### src/usart_cfg_pkg.sv
// Notes on behaviour
// - Transmitter appends computed parity when enabled.
// - Receiver checks parity, flags any mismatch.
// - Parity codes: off, reserved, even, odd.
// - Stop select: one or two stop bits.
// - Receiver ignores the stop select.
// - Size codes give 5-8 bits, 111 nine.
// - Sync polarity picks shift and sample edges.
// - Clear-to-send enable gates transmit start.
// - Request-to-send rises when receive FIFO full and its enable is set.
// - Flow register bits 7:2 read zero.
// - Divisor is 12 bits over two bytes.
// - Low byte write reloads the prescaler.
// - Double speed cuts oversampling 16 to 8.
// - Mode 00 async, 01 synchronous.
`default_nettype none
package usart_cfg_pkg;
    localparam int ADR_W = 5;
    localparam logic [4:0] OFF_DATA     = 5'h00;
    localparam logic [4:0] OFF_STATUS   = 5'h04;
    localparam logic [4:0] OFF_CTRL_B   = 5'h08;
    localparam logic [4:0] OFF_FRAME    = 5'h0C;
    localparam logic [4:0] OFF_FLOW     = 5'h10;
    localparam logic [4:0] OFF_DIV_LOW  = 5'h14;
    localparam logic [4:0] OFF_DIV_HIGH = 5'h18;

    localparam int ST_DBL  = 1;
    localparam int ST_PERR = 2;
    localparam int ST_TXE  = 5;
    localparam int ST_IDLE = 6;
    localparam int ST_RXC  = 7;

    localparam int CB_TXB8 = 0;
    localparam int CB_RXB8 = 1;
    localparam int CB_SZHI = 2;
    localparam int CB_TXEN = 3;
    localparam int CB_RXEN = 4;

    localparam int FF_POL  = 0;
    localparam int FF_SZLO = 1;
    localparam int FF_STOP = 3;
    localparam int FF_PAR  = 4;
    localparam int FF_MODE = 6;

    localparam int FL_RTS = 0;
    localparam int FL_CTS = 1;

    localparam logic [7:0]  FRAME_RST  = 8'h06;
    localparam logic [1:0]  FLOW_RST   = 2'h0;
    localparam logic [11:0] DIV_RST    = 12'h000;
    localparam logic [3:0]  DIV_HI_MSK = 4'hF;

    localparam logic [4:0] OS_NORMAL = 5'h10;
    localparam logic [4:0] OS_DOUBLE = 5'h08;

    localparam int FIFO_DEPTH = 4;

    typedef enum logic [1:0] {
        PAR_OFF  = 2'b00,
        PAR_RSVD = 2'b01,
        PAR_EVEN = 2'b10,
        PAR_ODD  = 2'b11
    } parity_t;

    typedef enum logic [1:0] {
        MODE_ASYNC = 2'b00,
        MODE_SYNC  = 2'b01
    } mode_t;
endpackage
`default_nettype wire

### src/usart_rx_fifo.sv
`timescale 1ns/10ps
`default_nettype none
module usart_rx_fifo #(
    parameter int WIDTH = 10,
    parameter int DEPTH = 4
) (
    input  wire logic             clk,
    input  wire logic             arst_n,
    input  wire logic             flush,
    input  wire logic             inValid,
    output logic                  inReady,
    input  wire logic [WIDTH-1:0] inData,
    output logic                  outValid,
    input  wire logic             outReady,
    output logic      [WIDTH-1:0] outData,
    output logic                  full
);
    localparam int PW = (DEPTH > 1) ? $clog2(DEPTH) : 1;
    localparam logic [PW:0] DEPTH_C = (PW + 1)'(DEPTH);
    localparam logic [PW-1:0] LAST = PW'(DEPTH - 1);

    logic [WIDTH-1:0] memQ [DEPTH];
    logic [PW-1:0]    wrPtrQ;
    logic [PW-1:0]    rdPtrQ;
    logic [PW:0]      countQ;

    wire push = inValid && inReady;
    wire pop  = outValid && outReady;

    assign full     = (countQ == DEPTH_C);
    assign inReady  = !full && !flush;
    assign outValid = (countQ != '0);
    assign outData  = memQ[rdPtrQ];

    always_ff @(posedge clk) begin
        if (push) begin
            memQ[wrPtrQ] <= inData;
        end
    end

    always_ff @(posedge clk or negedge arst_n) begin
        if (!arst_n) begin
            wrPtrQ <= '0;
            rdPtrQ <= '0;
            countQ <= '0;
        end else if (flush) begin
            wrPtrQ <= '0;
            rdPtrQ <= '0;
            countQ <= '0;
        end else begin
            if (push) begin
                wrPtrQ <= (wrPtrQ == LAST) ? '0 : wrPtrQ + 1'b1;
            end
            if (pop) begin
                rdPtrQ <= (rdPtrQ == LAST) ? '0 : rdPtrQ + 1'b1;
            end
            countQ <= countQ + (PW + 1)'(push) - (PW + 1)'(pop);
        end
    end
endmodule
`default_nettype wire

### src/usart_frame_flow_baud_config.sv
// The implementer's own choices: the register offsets and the Wishbone slave port.
`timescale 1ns/10ps
`default_nettype none
module usart_frame_flow_baud_config #(
    parameter int FIFO_DEPTH = usart_cfg_pkg::FIFO_DEPTH
) (
    input  wire logic        clk,
    input  wire logic        arst_n,
    input  wire logic        wb_cyc_i,
    input  wire logic        wb_stb_i,
    input  wire logic        wb_we_i,
    input  wire logic [4:0]  wb_adr_i,
    input  wire logic [3:0]  wb_sel_i,
    input  wire logic [31:0] wb_dat_i,
    output logic      [31:0] wb_dat_o,
    output logic             wb_ack_o,
    input  wire logic        serialInPin,
    output logic             serialOutPin,
    output logic             syncClockPinOut,
    output logic             syncClockPinOe,
    input  wire logic        clearToSendN,
    output logic             requestToSendN
);
    typedef enum logic [2:0] {
        TX_IDLE   = 3'b000,
        TX_START  = 3'b001,
        TX_DATA   = 3'b010,
        TX_PARITY = 3'b011,
        TX_STOP   = 3'b100
    } tx_state_t;

    typedef enum logic [1:0] {
        RX_IDLE   = 2'b00,
        RX_START  = 2'b01,
        RX_DATA   = 2'b10,
        RX_PARITY = 2'b11
    } rx_state_t;

    // Data bits from the size code; reserved codes fall back to eight
    function automatic logic [3:0] charBits(input logic [2:0] code);
        unique case (code)
            3'b000:  charBits = 4'h5;
            3'b001:  charBits = 4'h6;
            3'b010:  charBits = 4'h7;
            3'b111:  charBits = 4'h9;
            default: charBits = 4'h8;
        endcase
    endfunction

    function automatic logic parityOf(input logic [8:0] d,
                                      input logic [3:0] n,
                                      input logic       odd);
        logic acc;
        acc = odd;
        for (int i = 0; i < 9; i++) begin
            if (4'(i) < n) begin
                acc = acc ^ d[i];
            end
        end
        parityOf = acc;
    endfunction

    // Register state
    logic        ackQ;
    logic [31:0] rdDatQ;
    logic [7:0]  frameQ;
    logic [1:0]  flowQ;
    logic [11:0] baudDivisorQ;
    logic        dblQ;
    logic        rxEnQ;
    logic        txEnQ;
    logic        sizeHiQ;
    logic        txB8Q;
    logic [8:0]  txHoldQ;
    logic        txHoldFullQ;

    // Baud and link state
    logic [11:0] baudCntQ;
    logic        xckQ;
    logic [3:0]  txOsQ;
    logic [3:0]  rxOsQ;
    tx_state_t   txState;
    rx_state_t   rxState;
    logic [8:0]  txShiftQ;
    logic [3:0]  txCntQ;
    logic        txParQ;
    logic        stopCntQ;
    logic        serialOutQ;
    logic        rxPrevQ;
    logic [8:0]  rxShiftQ;
    logic [3:0]  rxCntQ;
    logic        rxParBitQ;

    // FIFO wires
    logic        fifoInReady;
    logic        fifoOutValid;
    logic [9:0]  fifoOutData;
    logic        fifoFull;

    // Bus decode
    wire req     = wb_cyc_i && wb_stb_i;
    wire wrEn    = req && wb_we_i && ackQ && wb_sel_i[0];
    wire rdTake  = req && !wb_we_i && ackQ;
    wire adData  = (wb_adr_i == usart_cfg_pkg::OFF_DATA);
    wire adStat  = (wb_adr_i == usart_cfg_pkg::OFF_STATUS);
    wire adCtrlB = (wb_adr_i == usart_cfg_pkg::OFF_CTRL_B);
    wire adFrame = (wb_adr_i == usart_cfg_pkg::OFF_FRAME);
    wire adFlow  = (wb_adr_i == usart_cfg_pkg::OFF_FLOW);
    wire adDivLo = (wb_adr_i == usart_cfg_pkg::OFF_DIV_LOW);
    wire adDivHi = (wb_adr_i == usart_cfg_pkg::OFF_DIV_HIGH);
    wire lowWr   = wrEn && adDivLo;
    wire dataWr  = wrEn && adData;
    wire popRx   = rdTake && adData;

    // Frame configuration fields
    wire [1:0] parMode = frameQ[usart_cfg_pkg::FF_PAR +: 2];
    wire parEn = (parMode == usart_cfg_pkg::PAR_EVEN)
              || (parMode == usart_cfg_pkg::PAR_ODD);
    wire parOdd = (parMode == usart_cfg_pkg::PAR_ODD);
    wire stopSel = frameQ[usart_cfg_pkg::FF_STOP];
    wire pol = frameQ[usart_cfg_pkg::FF_POL];
    wire syncMode = (frameQ[usart_cfg_pkg::FF_MODE +: 2]
                  == usart_cfg_pkg::MODE_SYNC);
    wire [3:0] nBits = charBits({sizeHiQ,
                       frameQ[usart_cfg_pkg::FF_SZLO +: 2]});
    wire clear_to_send_en = flowQ[usart_cfg_pkg::FL_CTS];
    wire request_to_send_en = flowQ[usart_cfg_pkg::FL_RTS];

    // Oversampling period and mid-bit point
    wire [4:0] osLen = dblQ ? usart_cfg_pkg::OS_DOUBLE
                            : usart_cfg_pkg::OS_NORMAL;
    wire [3:0] osLast = 4'(osLen - 5'h01);
    wire [3:0] osHalf = 4'((osLen >> 1) - 5'h01);

    wire baudTick = (baudCntQ == 12'h000);
    wire syncTxEdge = syncMode && baudTick && (pol ? xckQ : !xckQ);
    wire syncRxEdge = syncMode && baudTick && (pol ? !xckQ : xckQ);
    wire txStep = syncMode ? syncTxEdge
                           : (baudTick && txOsQ == osLast);
    wire rxSample = syncMode ? syncRxEdge
                             : (baudTick && rxOsQ == osHalf);
    wire ctsOk = !clear_to_send_en || !clearToSendN;
    wire txStart = (txState == TX_IDLE) && txHoldFullQ && txEnQ && ctsOk
                && (syncMode ? syncTxEdge : 1'b1);
    wire rxFall = !syncMode && rxPrevQ && !serialInPin;
    wire rxDone = (rxState == RX_DATA || rxState == RX_PARITY) && rxSample
               && (rxState == RX_PARITY
               || (rxCntQ == nBits - 4'h1 && !parEn));
    wire rxPerr = parEn
               && (rxParBitQ != parityOf(rxShiftQ, nBits, parOdd));
    logic rxDoneQ;
    wire rxStopSample = (rxState == RX_IDLE) && rxDoneQ;
    wire [9:0] rxWord = {rxPerr, rxShiftQ};

    assign requestToSendN = request_to_send_en && fifoFull;
    assign serialOutPin = serialOutQ;
    assign syncClockPinOut = xckQ;
    assign syncClockPinOe = syncMode;
    assign wb_ack_o = ackQ;
    assign wb_dat_o = rdDatQ;

    // Read mux
    wire [7:0] statRd = {fifoOutValid,
                         (txState == TX_IDLE) && !txHoldFullQ,
                         !txHoldFullQ, 2'b00, fifoOutData[9], dblQ, 1'b0};
    wire [7:0] ctrlRd = {3'b000, rxEnQ, txEnQ, sizeHiQ,
                         fifoOutData[8], txB8Q};
    wire [7:0] rdMux =
        adData  ? fifoOutData[7:0] :
        adStat  ? statRd :
        adCtrlB ? ctrlRd :
        adFrame ? frameQ :
        adFlow  ? {6'h00, flowQ} :
        adDivLo ? baudDivisorQ[7:0] :
        adDivHi ? {4'h0, baudDivisorQ[11:8]} : 8'h00;

    always_ff @(posedge clk or negedge arst_n) begin
        if (!arst_n) begin
            ackQ   <= 1'b0;
            rdDatQ <= 32'h0000_0000;
        end else begin
            ackQ   <= req && !ackQ;
            rdDatQ <= {24'h00_0000, rdMux};
        end
    end

    // Software-written registers
    always_ff @(posedge clk or negedge arst_n) begin
        if (!arst_n) begin
            frameQ       <= usart_cfg_pkg::FRAME_RST;
            flowQ        <= usart_cfg_pkg::FLOW_RST;
            baudDivisorQ <= usart_cfg_pkg::DIV_RST;
            dblQ         <= 1'b0;
            {rxEnQ, txEnQ, sizeHiQ, txB8Q} <= 4'h0;
        end else if (wrEn) begin
            if (adFrame) frameQ <= wb_dat_i[7:0];
            if (adFlow) flowQ <= wb_dat_i[1:0];
            if (adStat) dblQ <= wb_dat_i[usart_cfg_pkg::ST_DBL];
            if (adCtrlB) begin
                rxEnQ   <= wb_dat_i[usart_cfg_pkg::CB_RXEN];
                txEnQ   <= wb_dat_i[usart_cfg_pkg::CB_TXEN];
                sizeHiQ <= wb_dat_i[usart_cfg_pkg::CB_SZHI];
                txB8Q   <= wb_dat_i[usart_cfg_pkg::CB_TXB8];
            end
            if (adDivLo) baudDivisorQ[7:0] <= wb_dat_i[7:0];
            if (adDivHi) begin
                baudDivisorQ[11:8] <= wb_dat_i[3:0]
                                    & usart_cfg_pkg::DIV_HI_MSK;
            end
        end
    end

    // Transmit holding register
    always_ff @(posedge clk or negedge arst_n) begin
        if (!arst_n) begin
            txHoldQ     <= 9'h000;
            txHoldFullQ <= 1'b0;
        end else if (dataWr) begin
            txHoldQ     <= {txB8Q, wb_dat_i[7:0]};
            txHoldFullQ <= 1'b1;
        end else if (txStart) begin
            txHoldFullQ <= 1'b0;
        end
    end

    // Prescaler: low byte write reloads with the new full divisor
    always_ff @(posedge clk or negedge arst_n) begin
        if (!arst_n) begin
            baudCntQ <= usart_cfg_pkg::DIV_RST;
            xckQ     <= 1'b0;
        end else begin
            if (lowWr) begin
                baudCntQ <= {baudDivisorQ[11:8], wb_dat_i[7:0]};
            end else if (baudTick) begin
                baudCntQ <= baudDivisorQ;
            end else begin
                baudCntQ <= baudCntQ - 12'h001;
            end
            if (!syncMode) begin
                xckQ <= 1'b0;
            end else if (baudTick) begin
                xckQ <= !xckQ;
            end
        end
    end

    // Oversampling phase counters
    always_ff @(posedge clk or negedge arst_n) begin
        if (!arst_n) begin
            txOsQ <= 4'h0;
            rxOsQ <= 4'h0;
        end else begin
            if (txStart) txOsQ <= 4'h0;
            else if (baudTick) txOsQ <= (txOsQ == osLast) ? 4'h0 : txOsQ + 4'h1;
            if (rxState == RX_IDLE && rxFall) rxOsQ <= 4'h0;
            else if (baudTick) rxOsQ <= (rxOsQ == osLast) ? 4'h0 : rxOsQ + 4'h1;
        end
    end

    // Transmit frame sequencer
    always_ff @(posedge clk or negedge arst_n) begin
        if (!arst_n) begin
            txState    <= TX_IDLE;
            txShiftQ   <= 9'h000;
            txCntQ     <= 4'h0;
            txParQ     <= 1'b0;
            stopCntQ   <= 1'b0;
            serialOutQ <= 1'b1;
        end else if (txStart) begin
            txState    <= TX_START;
            txShiftQ   <= txHoldQ;
            txParQ     <= parityOf(txHoldQ, nBits, parOdd);
            txCntQ     <= 4'h0;
            serialOutQ <= 1'b0;
        end else if (txStep) begin
            unique case (txState)
                TX_IDLE: serialOutQ <= 1'b1;
                TX_START, TX_DATA: begin
                    if (txState == TX_DATA && txCntQ == nBits) begin
                        txState    <= parEn ? TX_PARITY : TX_STOP;
                        serialOutQ <= parEn ? txParQ : 1'b1;
                        stopCntQ   <= stopSel;
                    end else begin
                        txState    <= TX_DATA;
                        serialOutQ <= txShiftQ[0];
                        txShiftQ   <= txShiftQ >> 1;
                        txCntQ     <= txCntQ + 4'h1;
                    end
                end
                TX_PARITY: begin
                    txState    <= TX_STOP;
                    serialOutQ <= 1'b1;
                end
                TX_STOP: begin
                    if (stopCntQ) stopCntQ <= 1'b0;
                    else txState <= TX_IDLE;
                end
                default: txState <= TX_IDLE;
            endcase
        end
    end

    // Receive frame sequencer; no stop bit is sampled or checked, regardless of select
    always_ff @(posedge clk or negedge arst_n) begin
        if (!arst_n) begin
            rxState   <= RX_IDLE;
            rxPrevQ   <= 1'b1;
            rxShiftQ  <= 9'h000;
            rxCntQ    <= 4'h0;
            rxParBitQ <= 1'b0;
            rxDoneQ   <= 1'b0;
        end else begin
            rxPrevQ <= serialInPin;
            rxDoneQ <= rxDone;
            if (!rxEnQ) begin
                rxState <= RX_IDLE;
            end else begin
                unique case (rxState)
                    RX_IDLE: begin
                        if (rxFall) begin
                            rxState <= RX_START;
                        end else if (syncRxEdge && !serialInPin) begin
                            rxState  <= RX_DATA;
                            rxShiftQ <= 9'h000;
                            rxCntQ   <= 4'h0;
                        end
                    end
                    RX_START: begin
                        if (rxSample) begin
                            rxState  <= serialInPin ? RX_IDLE : RX_DATA;
                            rxShiftQ <= 9'h000;
                            rxCntQ   <= 4'h0;
                        end
                    end
                    RX_DATA: begin
                        if (rxSample) begin
                            rxShiftQ[rxCntQ] <= serialInPin;
                            rxCntQ <= rxCntQ + 4'h1;
                            if (rxCntQ == nBits - 4'h1) begin
                                rxState <= parEn ? RX_PARITY : RX_IDLE;
                            end
                        end
                    end
                    RX_PARITY: begin
                        if (rxSample) begin
                            rxParBitQ <= serialInPin;
                            rxState   <= RX_IDLE;
                        end
                    end
                endcase
            end
        end
    end

    // Completed characters queue here; a full queue drops the new one
    usart_rx_fifo #(
        .WIDTH (10),
        .DEPTH (FIFO_DEPTH)
    ) rxFifo (
        .clk      (clk),
        .arst_n   (arst_n),
        .flush    (!rxEnQ),
        .inValid  (rxStopSample),
        .inReady  (fifoInReady),
        .inData   (rxWord),
        .outValid (fifoOutValid),
        .outReady (popRx),
        .outData  (fifoOutData),
        .full     (fifoFull)
    );

    // Marks that the first step in the stop state has been taken
    logic stopStepQ;
    always_ff @(posedge clk or negedge arst_n) begin
        if (!arst_n) begin
            stopStepQ <= 1'b0;
        end else if (txState != TX_STOP) begin
            stopStepQ <= 1'b0;
        end else if (txStep) begin
            stopStepQ <= 1'b1;
        end
    end
endmodule
`default_nettype wire

### config.mk
export PLATFORM = sky130hd
export DESIGN_NAME = usart_frame_flow_baud_config
export DESIGN_NICKNAME = d
export VERILOG_FILES = /design/src/usart_cfg_pkg.sv /design/src/usart_rx_fifo.sv /design/src/usart_frame_flow_baud_config.sv
export SDC_FILE = /design/constraint.sdc
export NUM_CORES = 1
export LEC_CHECK = 0
export BUFFER_PORTS_ARGS = -buffer_cell sky130_fd_sc_hd__clkbuf_2
export CAP_MARGIN = 10
export CORE_ASPECT_RATIO = 0.5
export CORE_UTILIZATION = 40
export DETAILED_ROUTE_END_ITERATION = 6
export PLACE_DENSITY = 0.55
export SLEW_MARGIN = 10
export SYNTH_ARGS = -nofsm -noshare
export SYNTH_HDL_FRONTEND = slang
export SYNTH_SLANG_ARGS = --single-unit
### constraint.sdc
create_clock -name clk -period 5.47 [get_ports clk]
set_clock_uncertainty 0.15 [all_clocks]
set_input_delay 0.2735 -clock clk [delete_from_list [all_inputs] [get_ports clk]]
set_output_delay 0.2735 -clock clk [all_outputs]
set_load 0.05 [all_outputs]
==> flow_metrics.tcl <==
set metrics [dict create \
    status "complete, no violations" \
    crit_type "flip-flop to flip-flop" \
    yosysWarningCount 0 \
    critPathRequiredTime_ns 5.63 \
    seq_power_share 0.448 \
    seq_area_frac_synth 0.507 \
    numCtsBuffers 17 \
    end_kind "flip-flop" \
    cp_data_arrival_time_ns 3.36 \
    synth_cells 722 \
    clockRootBuffer "clkbuf_16" \
    insertedDiodeCount 0 \
    routed_wl_um 18300 \
    post_cts_buffers 0 \
    synth_edf_count 40 \
    cts_sinks 151 \
    start_util 0.418 \
    tns_ns 0 \
    tightest_slew_ns 0.847 \
    drt_pass1_iterations 5 \
    die_y_um 101 \
    rows 35 \
    reg2reg_slack_ns 2.27 \
    htree_levels 4 \
    avgSynthCellArea_um2 10.9 \
    final.min_clock_period_ns 3.20 \
    insertion_delay_ns 0.43 \
    vias 5409 \
    grt_pass1_vias 5184 \
    cts_tree "yes" \
    drt-vias-per-instance 5.28 \
    p_int_w 0.00201 \
    grt_max_degree 65 \
    grt_antenna_before_repair 0 \
    critPathBufInv 1 \
    setup_violations 0 \
    synth_cell_types 77 \
    switching_share 0.296 \
    setup_slack_ns 2.27 \
    drc 0 \
    synthArstFlopShare 0.735 \
    avgRoutedWirePerCell_um 17.9 \
    port_buffers 33 \
    ys_ff_latch 151 \
    final_max_slew_viol_count 0 \
    overflow 0 \
    die_w_um 200 \
    worstPathMaxFanout 23 \
    rsz0062_at_grt "no" \
    synth.area.top_cells "dfrtp_1, edfxtp_1, nand2_1, mux2_2, xnor2_1" \
    synth_top_area_frac 0.341 \
    max_stage_delay_ns 0.73 \
    fill_cells 1693 \
    grt_pass1_wl_um 29700 \
    yosysTopAreaCell "dfrtp_1" \
    pwr-share-comb 0.132 \
    post-place-ws_ns 2.02 \
    fp.dieArea_mm2 0.0202 \
    final_nets 819 \
    grtUsageTotal 0.193 \
    power_frac_clock 0.420 \
    total_power_w 0.00285 \
    fp.coreArea_mm2 0.0188 \
    syn_area_mm2 0.00785 \
    gp_congestion 0.799 \
    hp-class "primary input to flip-flop" \
    antenna_left 0 \
    syn_to_final_growth_pct 12.0 \
    hpwl_um 12800 \
    max_freq_mhz 313 \
    start_kind "flip-flop" \
    clock_path_buffers 2 \
    vdd_drop_max_uv 201 \
    cp_top_family "simple AND/OR/NAND/NOR gates" \
    drtIter0Drc 444 \
    p_sw_w 0.000842 \
    drive_gt1_frac 0.163 \
    dp_cells 987 \
    synth_ff_type "dfrtp_1" \
    hold_violations 0 \
    p_leak_nw 3.80 \
    stdcell_count 1025 \
    power.density_mw_per_mm2 324 \
    path_cells "inv_1 > ha_1 > or3b_1 > or4_4 > o21a_4 > nor2_8 > nor2_2 > a221o_1" \
    cts.clk_slew.worst_paths_ns 0.07 \
    min_period_over_period 0.584 \
    critical-path-slowest-cell "or4_4" \
    relSlewSlack 0.427 \
    cap_violations 0 \
    ios 85 \
]
## layer usage
metal / wire length (um) / global-route usage / up-vias
met2: 8040 / 0.289 / 87
met4: 187 / 0.0533 / 0
met5: 0 / 0 / -
met3: 559 / 0.0339 / 16
met1: 9550 / 0.288 / 2701
li1: - / - / 2605
## cell usage in the layout, fill, tap and decap left out, types with 7 or more instances in the layout
cell | synthesis | layout
mux2_2 | 28 | 28
ha_1 | 17 | 17
and2_1 | 14 | 14
nor2_1 | 42 | 42
nand2_1 | 100 | 100
nor2b_1 | 7 | 7
conb_1 | 1 | 24
a22oi_1 | 9 | 9
clkbuf_2 | 0 | 32
edfxtp_1 | 40 | 40
dfrtp_1 | 107 | 107
nor3_1 | 14 | 14
o21ai_0 | 34 | 34
and3_1 | 7 | 7
nand3_1 | 17 | 17
a21oi_1 | 28 | 28
nand2b_1 | 7 | 7
mux4_2 | 10 | 10
xor2_1 | 17 | 17
a22o_1 | 10 | 10
clkbuf_16 | 0 | 17
mux2i_1 | 8 | 8
inv_1 | 24 | 24
xnor2_1 | 26 | 26
## worst reg2reg max path: stages (launching register included)
cell     delay [ns]
dfrtp_1        0.40
inv_1          0.07
ha_1           0.16
or3b_1         0.48
or4_4          0.73
o21a_4         0.32
nor2_8         0.28
nor2_2         0.17
a221o_1        0.33
## final timing paths
path | from | end | depth (start not counted)
max | baudCntQ[0]$_DFF_PN0_ | txShiftQ[5]$_DFFE_PN0P_ | 8
min in group asynchronous | arst_n | rxFifo.wrPtrQ[0]$_DFFE_PN0P_ | 2
min | wb_dat_i[6] | baudCntQ[6]$_DFF_PN0_ | 3
max in group asynchronous | arst_n | baudDivisorQ[4]$_DFFE_PN0P_ | 3
min reg2reg | wb_ack_o$_DFF_PN0_ | wb_ack_o$_DFF_PN0_ | 1
max reg2reg | baudCntQ[0]$_DFF_PN0_ | txShiftQ[5]$_DFFE_PN0P_ | 8
## power by group through the flow
stage / clock network (W) / logic [W] / registers [W]
final: 0.00119 / 0.000376 / 0.00128
after global placement: 0 / 0.000369 / 0.00130
after detailed placement: 0 / 0.000372 / 0.00130
after CTS: 0.00122 / 0.000379 / 0.00128
after floorplan: 0 / 0.000288 / 0.00129
after global routing: 0.00127 / 0.000423 / 0.00129
## per-stage QoR
step                area [um^2]   util  hold slack (ns)
global placement           8140  0.433            0.278
detailed placement         8140  0.433            0.282
CTS                        8800  0.468           0.0134
finish                     8800  0.468           0.0216
global route               8800  0.468           0.0325
floorplan                  7940      -           -0.172
## sequential cells by signal, summed over array words and instances (netlist names), 8 cells and up
name and count:
frameQ 8, wb_dat_o 8, baudDivisorQ 12, rxShiftQ 9
txHoldQ 9, rxFifo.memQ 40, baudCntQ 12, txShiftQ 9
## cell families (layout without fill, tap and decap cells)
logic type,after synthesis,in the layout,synth area share
other,1,24,0.000478
adder cells (fa/ha/maj),19,19,0.0309
buffers and inverters,77,98,0.0526
flip-flops,151,151,0.507
XOR/XNOR,44,44,0.0508
AO/OA/AOI/OAI,137,137,0.122
multiplexers,48,48,0.0819
AND/OR/NAND/NOR,245,245,0.154
## layout make-up
class | count | area [um^2] | area share
clock buffer | 17 | 425 | 0.0484
clock inverter | 15 | 176 | 0.0201
inverter | 24 | 90.1 | 0.0102
multi-input combinational | 517 | 3550 | 0.403
sequential | 151 | 3980 | 0.453
tap | 259 | 324 | 0.0368
timing repair buffer | 42 | 250 | 0.0284
## cells in the mapped netlist, types with 4 or more instances
| cell type | instances |
|---|---|
| nand2_1 | 100 |
| xnor2_1 | 26 |
| nor3_1 | 14 |
| xor2_1 | 17 |
| or3_1 | 6 |
| dfrtp_1 | 107 |
| and3_1 | 7 |
| nand4_1 | 5 |
| mux2_2 | 28 |
| mux4_2 | 10 |
| dfstp_2 | 4 |
| a22o_1 | 10 |
| a21oi_1 | 28 |
| mux2i_1 | 8 |
| nand3_1 | 17 |
| a21o_1 | 6 |
| nand2b_1 | 7 |
| clkbuf_1 | 20 |
| o211ai_1 | 4 |
| and2_1 | 14 |
| a22oi_1 | 9 |
| edfxtp_1 | 40 |
| nor2_1 | 42 |
| inv_1 | 24 |
| o31ai_1 | 6 |
| nor3b_1 | 5 |
| buf_4 | 24 |
| buf_6 | 4 |
| ha_1 | 17 |
| nor2b_1 | 7 |
| o21ai_0 | 34 |
| a221o_1 | 6 |
## repair_timing
item / CTS / global route
hold buffers: 6 / 0
endpoints found under the hold margin: 69 / 0
resized for setup: 0 / 0
Note: power is estimated with default switching activity, not from simulation.
